`src/rtl/irq_route_consts.svh`:
```
// Constants for the capture/compare interrupt routing stage.
// Assumes inclusion by bare name; definitions only.
`ifndef IRQ_ROUTE_CONSTS_SVH
`define IRQ_ROUTE_CONSTS_SVH
// Register byte offsets
`define PTR_REG_OFFSET 12'h048
`define EN_REG_OFFSET 12'h044
// Pointer field positions (low bit of each two-bit field)
`define CHAN0_SEL_LSB 0
`define CHAN1_SEL_LSB 2
`define CHAN2_SEL_LSB 4
`define HALL_OK_SEL_LSB 6
`define ERROR_SEL_LSB 8
`define TIMER_A_SEL_LSB 10
`define TIMER_B_SEL_LSB 12
// Writable pointer bits; 15:14 read as zero
`define PTR_RW_MASK 16'h3fff
// Enable register writable bits; 11 reserved
`define EN_RW_MASK 16'hf7ff
// Reset values
`define PTR_RESET 16'h0000
`define EN_RESET 16'h0000
// Event bit positions inside the event vector
`define EV_CHAN0_RISE 0
`define EV_CHAN0_FALL 1
`define EV_CHAN1_RISE 2
`define EV_CHAN1_FALL 3
`define EV_CHAN2_RISE 4
`define EV_CHAN2_FALL 5
`define EV_TIMER_A_ONE 6
`define EV_TIMER_A_PER 7
`define EV_TIMER_B_CMP 8
`define EV_TIMER_B_PER 9
`define EV_TRAP 10
`define EV_HALL_OK 12
`define EV_HALL_WRONG 13
`define EV_SHADOW 15
`endif

```
`src/rtl/irq_route_pkg.sv`:
```
// Types for the capture/compare interrupt routing stage.
// Assumes no other package.
package irq_route_pkg;
  // Set-condition pulses of the unit, one cycle each
  typedef struct packed {
    logic chan0_rise_flag;
    logic chan0_fall_flag;
    logic chan1_rise_flag;
    logic chan1_fall_flag;
    logic chan2_rise_flag;
    logic chan2_fall_flag;
    logic hall_ok_flag;
    logic shadow_xfer_flag;
    logic trap_flag;
    logic hall_wrong_flag;
    logic timer_a_one_match_flag;
    logic timer_a_period_flag;
    logic timer_b_compare_flag;
    logic timer_b_period_flag;
  } event_set_t;
  // Four service request lines
  typedef struct packed {
    logic service_line_3;
    logic service_line_2;
    logic service_line_1;
    logic service_line_0;
  } service_lines_t;
endpackage

```
`src/rtl/capture_compare_irq_routing.sv`:
```
// Interrupt routing stage: enables and pointers steer unit events onto
// four service request lines; registers reached over APB.
// Assumes event inputs are one-cycle pulses from logic on pclk.
//
// How it works
// Enabled event pulses its group's chosen line
// Pointer value n selects service line n
// Bits 1:0 route channel zero events
// Bits 3:2 route channel one events
// Bits 5:4 route channel two events
// Bits 7:6 route hall-ok and shadow events
// Bits 9:8 route trap and wrong-hall events
// Bits 11:10 route first timer events
// Bits 13:12 route second timer events
// Pointer bits 15:14 always read zero
// Cleared enable suppresses, set enable passes
// Events sharing a line are ORed
`timescale 1ns/1ps
`include "irq_route_consts.svh"
module capture_compare_irq_routing
  import irq_route_pkg::*;
(
  // Clock and reset
  input wire logic pclk,
  input wire logic presetn,
  // APB slave
  input wire logic psel,
  input wire logic penable,
  input wire logic pwrite,
  input wire logic [11:0] paddr,
  input wire logic [31:0] pwdata,
  input wire logic [3:0] pstrb,
  output logic [31:0] prdata,
  output logic pready,
  output logic pslverr,
  // Unit events
  input wire event_set_t events,
  // Service request lines
  output service_lines_t lines
);

  // Pointer register and enable register
  logic [15:0] irq_line_pointer_reg;
  logic [15:0] irq_line_pointer_next;
  logic [15:0] irq_enable_reg;
  logic [15:0] irq_enable_next;
  logic [31:0] prdata_next;
  logic pslverr_next;
  logic [3:0] lines_next;

  // Decode of one two-bit pointer field into a one-hot line set
  function automatic logic [3:0] line_onehot(input logic [1:0] sel,
                                             input logic fire);
    line_onehot = fire ? (4'h1 << sel) : 4'h0;
  endfunction

  // Byte-lane merge for a 16-bit register under write strobes
  function automatic logic [15:0] lane_merge(input logic [15:0] old,
                                             input logic [31:0] wd,
                                             input logic [3:0] st,
                                             input logic [15:0] msk);
    logic [15:0] m;
    m = old;
    if (st[0]) begin
      m[7:0] = wd[7:0];
    end
    if (st[1]) begin
      m[15:8] = wd[15:8];
    end
    lane_merge = m & msk;
  endfunction

  // Access decode: APB access phase, one-cycle answer
  wire access = psel & penable;
  wire hit_ptr = (paddr == `PTR_REG_OFFSET);
  wire hit_en = (paddr == `EN_REG_OFFSET);
  wire hit_any = hit_ptr | hit_en;
  wire wr_ptr = access & pwrite & hit_ptr & ~pready;
  wire wr_en = access & pwrite & hit_en & ~pready;

  // Register next values; reserved bits forced to zero
  assign irq_line_pointer_next = wr_ptr ?
    lane_merge(irq_line_pointer_reg, pwdata, pstrb, `PTR_RW_MASK) :
    irq_line_pointer_reg;
  assign irq_enable_next = wr_en ?
    lane_merge(irq_enable_reg, pwdata, pstrb, `EN_RW_MASK) :
    irq_enable_reg;

  // Read mux; unmapped addresses read zero and flag an error
  assign prdata_next = hit_ptr ? {16'h0000, irq_line_pointer_reg} :
                       hit_en ? {16'h0000, irq_enable_reg} : 32'h0;
  assign pslverr_next = ~hit_any;

  // Enabled events: a cleared enable bit masks the pulse
  wire [15:0] ev_raw = {events.shadow_xfer_flag, 1'b0,
    events.hall_wrong_flag, events.hall_ok_flag, 1'b0,
    events.trap_flag, events.timer_b_period_flag,
    events.timer_b_compare_flag, events.timer_a_period_flag,
    events.timer_a_one_match_flag, events.chan2_fall_flag,
    events.chan2_rise_flag, events.chan1_fall_flag,
    events.chan1_rise_flag, events.chan0_fall_flag,
    events.chan0_rise_flag};
  wire [15:0] ev_en = ev_raw & irq_enable_reg;

  // Per-group firing
  wire fire_c0 = ev_en[`EV_CHAN0_RISE] | ev_en[`EV_CHAN0_FALL];
  wire fire_c1 = ev_en[`EV_CHAN1_RISE] | ev_en[`EV_CHAN1_FALL];
  wire fire_c2 = ev_en[`EV_CHAN2_RISE] | ev_en[`EV_CHAN2_FALL];
  wire fire_ok = ev_en[`EV_HALL_OK] | ev_en[`EV_SHADOW];
  wire fire_er = ev_en[`EV_TRAP] | ev_en[`EV_HALL_WRONG];
  wire fire_ta = ev_en[`EV_TIMER_A_ONE] | ev_en[`EV_TIMER_A_PER];
  wire fire_tb = ev_en[`EV_TIMER_B_CMP] | ev_en[`EV_TIMER_B_PER];

  // Group routes through their pointer fields
  wire [3:0] route_c0 = line_onehot(
    irq_line_pointer_reg[`CHAN0_SEL_LSB +: 2], fire_c0);
  wire [3:0] route_c1 = line_onehot(
    irq_line_pointer_reg[`CHAN1_SEL_LSB +: 2], fire_c1);
  wire [3:0] route_c2 = line_onehot(
    irq_line_pointer_reg[`CHAN2_SEL_LSB +: 2], fire_c2);
  wire [3:0] route_ok = line_onehot(
    irq_line_pointer_reg[`HALL_OK_SEL_LSB +: 2], fire_ok);
  wire [3:0] route_er = line_onehot(
    irq_line_pointer_reg[`ERROR_SEL_LSB +: 2], fire_er);
  wire [3:0] route_ta = line_onehot(
    irq_line_pointer_reg[`TIMER_A_SEL_LSB +: 2], fire_ta);
  wire [3:0] route_tb = line_onehot(
    irq_line_pointer_reg[`TIMER_B_SEL_LSB +: 2], fire_tb);

  // Shared lines combine by OR so no source is lost
  assign lines_next = route_c0 | route_c1 | route_c2 | route_ok |
                      route_er | route_ta | route_tb;

  // Configuration registers
  always_ff @(posedge pclk or negedge presetn) begin
    if (!presetn) begin
      irq_line_pointer_reg <= `PTR_RESET;
      irq_enable_reg <= `EN_RESET;
    end else begin
      irq_line_pointer_reg <= irq_line_pointer_next;
      irq_enable_reg <= irq_enable_next;
    end
  end

  // APB answer: pready one cycle into the access phase
  always_ff @(posedge pclk or negedge presetn) begin
    if (!presetn) begin
      pready <= 1'b0;
      prdata <= 32'h0;
      pslverr <= 1'b0;
    end else begin
      pready <= access & ~pready;
      prdata <= prdata_next;
      pslverr <= access & ~pready & pslverr_next;
    end
  end

  // Service lines registered: one-cycle pulse, one cycle after event
  always_ff @(posedge pclk or negedge presetn) begin
    if (!presetn) begin
      lines <= '0;
    end else begin
      lines <= lines_next;
    end
  end

endmodule

```
`config.mk`:
```
export PLATFORM = sky130hd
export DESIGN_NAME = capture_compare_irq_routing
export DESIGN_NICKNAME = d
export VERILOG_FILES = /design/src/rtl/irq_route_pkg.sv /design/src/rtl/capture_compare_irq_routing.sv
export VERILOG_INCLUDE_DIRS = /design/src /design/src/rtl
export SDC_FILE = /design/constraint.sdc
export NUM_CORES = 1
export LEC_CHECK = 0
export BUFFER_PORTS_ARGS = -buffer_cell sky130_fd_sc_hd__clkbuf_2
export CELL_PAD_IN_SITES_DETAIL_PLACEMENT = 0
export CELL_PAD_IN_SITES_GLOBAL_PLACEMENT = 1
export CORE_MARGIN = 2
export CORE_UTILIZATION = 25
export DETAILED_ROUTE_END_ITERATION = 8
export PLACE_DENSITY = 0.71
export SYNTH_ARGS = -nofsm -noshare
export SYNTH_HDL_FRONTEND = slang
export SYNTH_SLANG_ARGS = --single-unit
```
`constraint.sdc`:
```
create_clock -name pclk -period 1.95 [get_ports pclk]
set_input_delay 0.2925 -clock pclk [delete_from_list [all_inputs] [get_ports pclk]]
set_output_delay 0.2925 -clock pclk [all_outputs]
set_load 0.1 [all_outputs]
```
=== Yosys cells after proc, flatten, opt, wreduce, memory -nomap -nowiden ===
Cells that the tools add are included.

* Equal/unequal tests: 2
* Shift-type cells: 7
* Bitwise gates (word level): 25
* Mux-type cells: 9
* Reductions and logical operators: 4

{| class="wikitable"
|+ Operators with widths
! operator !! number
|-
| $mux 16 || 2
|-
| $mux 4 || 7
|-
| $shl 1x2->4 const A || 7
|-
| $eq 12x7->1 const B || 2
|-
| $or 4x4->4 || 6
|-
| $and 16x16->16 || 1
|-
| $and 1x1->1 || 8
|-
| $or 1x1->1 || 8
|-
| $reduce_and 2->1 || 4
|-
| $not 1->1 || 2
|}

* Register bits: 51
* Word-level logic and storage cells: 58

=== Depth between registers and ports, before layout ===
* Depth in word-level cells: 9
* Depth in mapped cells: 5
* Mapped depth without buffers: 4

=== Worst setup path before layout ===
Ideal clock, no wire load.

* Path kind: input-to-reg
* Start: input port paddr[9]
* End: register irq_enable_reg[0]
* Data arrival time: 1.792 ns
* Setup slack: 0.033 ns
* Required time: 1.825 ns
* Stages on the path: 5
* Path through: or4_4 -> nor3_4 -> and3_1 -> buf_6 -> mux2_2

* Cells in the longest elaborated chain, start to end: 4

{| class="wikitable"
|+ RTL lines
! item !! RTL line !! RTL
|-
| from (decl) || capture_compare_irq_routing.sv:30 || <nowiki>input wire logic [11:0] paddr,</nowiki>
|-
| $eq 12x7->1 (no line) || n/a ||
|-
| $and 1x1->1 (2 in a row) || capture_compare_irq_routing.sv:79 || <nowiki>wire wr_en = access & pwrite & hit_en & ~pready;</nowiki>
|-
| $reduce_and 2->1 (no line) || n/a ||
|-
| to (signal assigned) || capture_compare_irq_routing.sv:138 || <nowiki>irq_enable_reg <= `EN_RESET;</nowiki>
|-
| to (signal assigned) || capture_compare_irq_routing.sv:141 || <nowiki>irq_enable_reg <= irq_enable_next;</nowiki>
|-
| to (decl) || capture_compare_irq_routing.sv:45 || <nowiki>logic [15:0] irq_enable_reg;</nowiki>
|}

Every way passes these cells.
A chain may end at the register's enable or synchronous reset.

=== Worst setup path in the final report ===
* Start: input port paddr[9]
* End: register irq_enable_reg[5]

Same word-level chain as after synthesis.

==> results.toml <==
[global_routing]
grt-ovfl-total = 0
grt_max_degree = 52
grtUsageTotal_pct = 11.0
grt_pass1_wl_um = 8510
grt_pass1_vias = 1709
antenna_found_initial = 0

[clock_tree]
cts_sinks = 51
clk_pin_slew_ns = 0.10
holdBufCountCts = 0
root_buffer = "clkbuf_8"
cts_buffers = 5
htreeDepth = 2
clockBufferDepth = 2
ctsResizeCount = 0
cts_tree = "yes"
clk_latency_ns = 0.31
postCtsSetupBuffers = 0

[synthesis]
synth_seq_cells = 51
yosys_warnings = 0
synth_cell_types = 31
netlist_area_sq_um = 2330
synth.avg_cell_area_sq_um = 12.7
synth-seq-area-share_pct = 54.7
syn_inst = 184

[sta]
hold_violations = 0
fmax_ghz = 0.573
fin_tns_setup_ns = 0
slew_viol_final = 0
setup_violations = 0
holdWs_ns = 0.0796
tightestPinTransition_ns = 0.651
slew_headroom_pct = 56.6
layout_setup_ws_ns = 0.205
period_share_pct = 89.5
grt_setup_unrepaired = "no"
min_period_ns = 1.75
fin_skew_ns = 0.0104

[placement]
dpl_cell_area_sq_um = 2840
dpl.hpwl_um = 4180
pre_cts_ws_ns = -0.122
gp_congestion = 0.771
io_buffers = 70

[drt]
drcViolationCount = 0
routed_via_density = 4.47
postRouteAntennaNets = 0
wire_per_inst_um = 14.2
vias = 1684
routed_wl_um = 5360
drt_iter0_drc = 58
drt_first_pass_iters = 4

[floorplan]
io_pins = 105
die_w_um = 101
die_area_sq_um = 10100
die_h_um = 101
core-area_sq_um = 9150
start_util_pct = 25.5
rows = 35

[power]
combPwrFrac_pct = 11.2
seqPwrFrac_pct = 48.6
swShare_pct = 25.9
p_sw_mw = 0.565
ir_worst_vdd_uv = 435
powerDensity_nw_per_um2 = 733
clkPwrFrac_pct = 40.2
intPower_mw = 1.62
leakage_nw = 1.59

[setup_path]
worstRegToRegCells = 4
worstPathRequired_ns = 2.14
cp.arrival_ns = 1.94
worstSetupEndpointType = "flip-flop"
path_class = "primary input to flip-flop"
critical_path.startpoint_type = "primary input"
critPathMaxFanout = 6

[cells_and_area]
fin_area_sq_um = 2970
seqCellArea_sq_um = 1280
utilization_pct = 32.5
final_nets = 332
nFillCells = 931
largest_register_ffs = 16
multi_input_area_sq_um = 948
drive_gt1_share_pct = 45.1
n_antenna_cell = 0
syn_to_final_growth_pct = 27.5

[hold_path]
min_path_type = "primary input to asynchronous set/reset pin"

[flow_run]
drv_cap = 0

[status]
status = "finished, final reports clean"
-- critical path, cell delays in order --
cell	delay, ns
clkbuf_2	0.08
or4_4	0.57
nor3_4	0.26
and3_1	0.27
buf_12	0.14
mux2_2	0.33
-- power groups by stage --
stage | Combinational (mW) | Sequential (mW) | Clock (mW)
after floorplan | 0.170 | 1.10 | 0
after global placement | 0.244 | 1.08 | 0
after detailed placement | 0.247 | 1.08 | 0
after CTS | 0.247 | 1.06 | 0.900
after global routing | 0.259 | 1.06 | 0.947
final | 0.243 | 1.06 | 0.877
-- per-stage QoR --
| step | power (mW) | cells |
|---|---|---|
| 6_report | 2.18 | 377 |
| 5_1_grt | 2.27 | 377 |
| 4_1_cts | 2.21 | 377 |
| 3_5_place_dp | 1.33 | 369 |
| 3_3_place_gp | 1.33 | 369 |
| 2_1_floorplan | 1.27 | 199 |
-- kinds of logic after synthesis --
kind of cell / Yosys count / share of synthesized area (%)
DFF: 51 / 54.7
and+or+nand+nor: 50 / 13.7
AOI/OAI and AO/OA: 29 / 9.97
muxes: 29 / 14.0
buffers and inverters: 23 / 7.08
xor gates and xnor gates: 1 / 0.375
other: 1 / 0.161
-- placed cells by master, fill, tap and decap left out --
cell | Yosys | layout
a211o_1 | 1 | 1
or4b_4 | 1 | 1
a211oi_1 | 1 | 1
clkbuf_2 | 0 | 70
and3_1 | 4 | 4
nand2_1 | 3 | 3
and2_1 | 3 | 3
mux2_2 | 27 | 27
clkbuf_8 | 0 | 5
a221oi_1 | 2 | 2
a22o_1 | 13 | 13
conb_1 | 1 | 16
clkinvlp_4 | 0 | 1
or4_4 | 1 | 1
inv_1 | 1 | 1
mux2_1 | 2 | 2
nor2b_1 | 1 | 1
nor2_1 | 11 | 11
nand3_1 | 2 | 2
nor3_4 | 2 | 2
buf_4 | 19 | 8
a21boi_0 | 1 | 1
nor3_1 | 7 | 7
or4b_1 | 2 | 2
buf_12 | 0 | 3
nor4_1 | 1 | 1
dfrtp_1 | 51 | 51
nand3b_1 | 6 | 6
bufinv_16 | 0 | 2
nand4_1 | 1 | 1
xnor2_1 | 1 | 1
a22oi_1 | 9 | 9
a21oi_1 | 2 | 2
nor3b_1 | 5 | 5
-- synthesized netlist by cell type (all sizes together) --
library cell  instances  area share [%]
nand4                 1            0.27
dfrtp                51              55
nor2b                 1            0.27
a21oi                 2            0.43
a221oi                2            0.75
a22o                 13             4.9
nand3b                6             1.9
nor3b                 5             1.6
and2                  3            0.80
nand3                 2            0.43
nand2                 3            0.48
nor2                 11             1.8
or4b                  3             1.4
conb                  1            0.16
mux2                 29              14
nor4                  1            0.27
inv                   1            0.16
and3                  4             1.1
a211o                 1            0.38
a21boi                1            0.32
buf                  20             6.6
a211oi                1            0.32
or4                   1            0.48
nor3                  9             2.9
clkbuf                2            0.32
xnor2                 1            0.38
a22oi                 9             2.9
-- per-layer routing --
metal | global-route usage, % | vias up | wire [um] | part of all wire (%)
met4 | 3.16 | 0 | 48 | 0.90
met3 | 3.26 | 4 | 372 | 6.9
met5 | 0 | - | 0 | 0
li1 | - | 810 | - | -
met1 | 14.8 | 810 | 2490 | 46
met2 | 17.3 | 60 | 2450 | 46
-- worst paths after layout --
kind | start | endpoint | slack (ns)
max | paddr[9] | irq_enable_reg[5]$_DFFE_PN0P_ | 0.20
min | presetn | pslverr$_DFF_PN0_ | 0.08
max reg2reg | pready$_DFF_PN0_ | irq_enable_reg[5]$_DFFE_PN0P_ | 0.31
min reg2reg | pready$_DFF_PN0_ | pready$_DFF_PN0_ | 0.47
max in group asynchronous | presetn | irq_enable_reg[1]$_DFFE_PN0P_ | 1.42
min in group pclk | pwdata[15] | irq_enable_reg[15]$_DFFE_PN0P_ | 0.21
-- final cells by class --
class	instances	area share, %
timing repair buffer	81	15.8
multi-input combinational	125	31.9
clock buffer	5	2.31
inverter	1	0.126
tap	111	4.67
clock inverter	3	2.27
sequential	51	42.9
(Power assumes the default switching activity.)
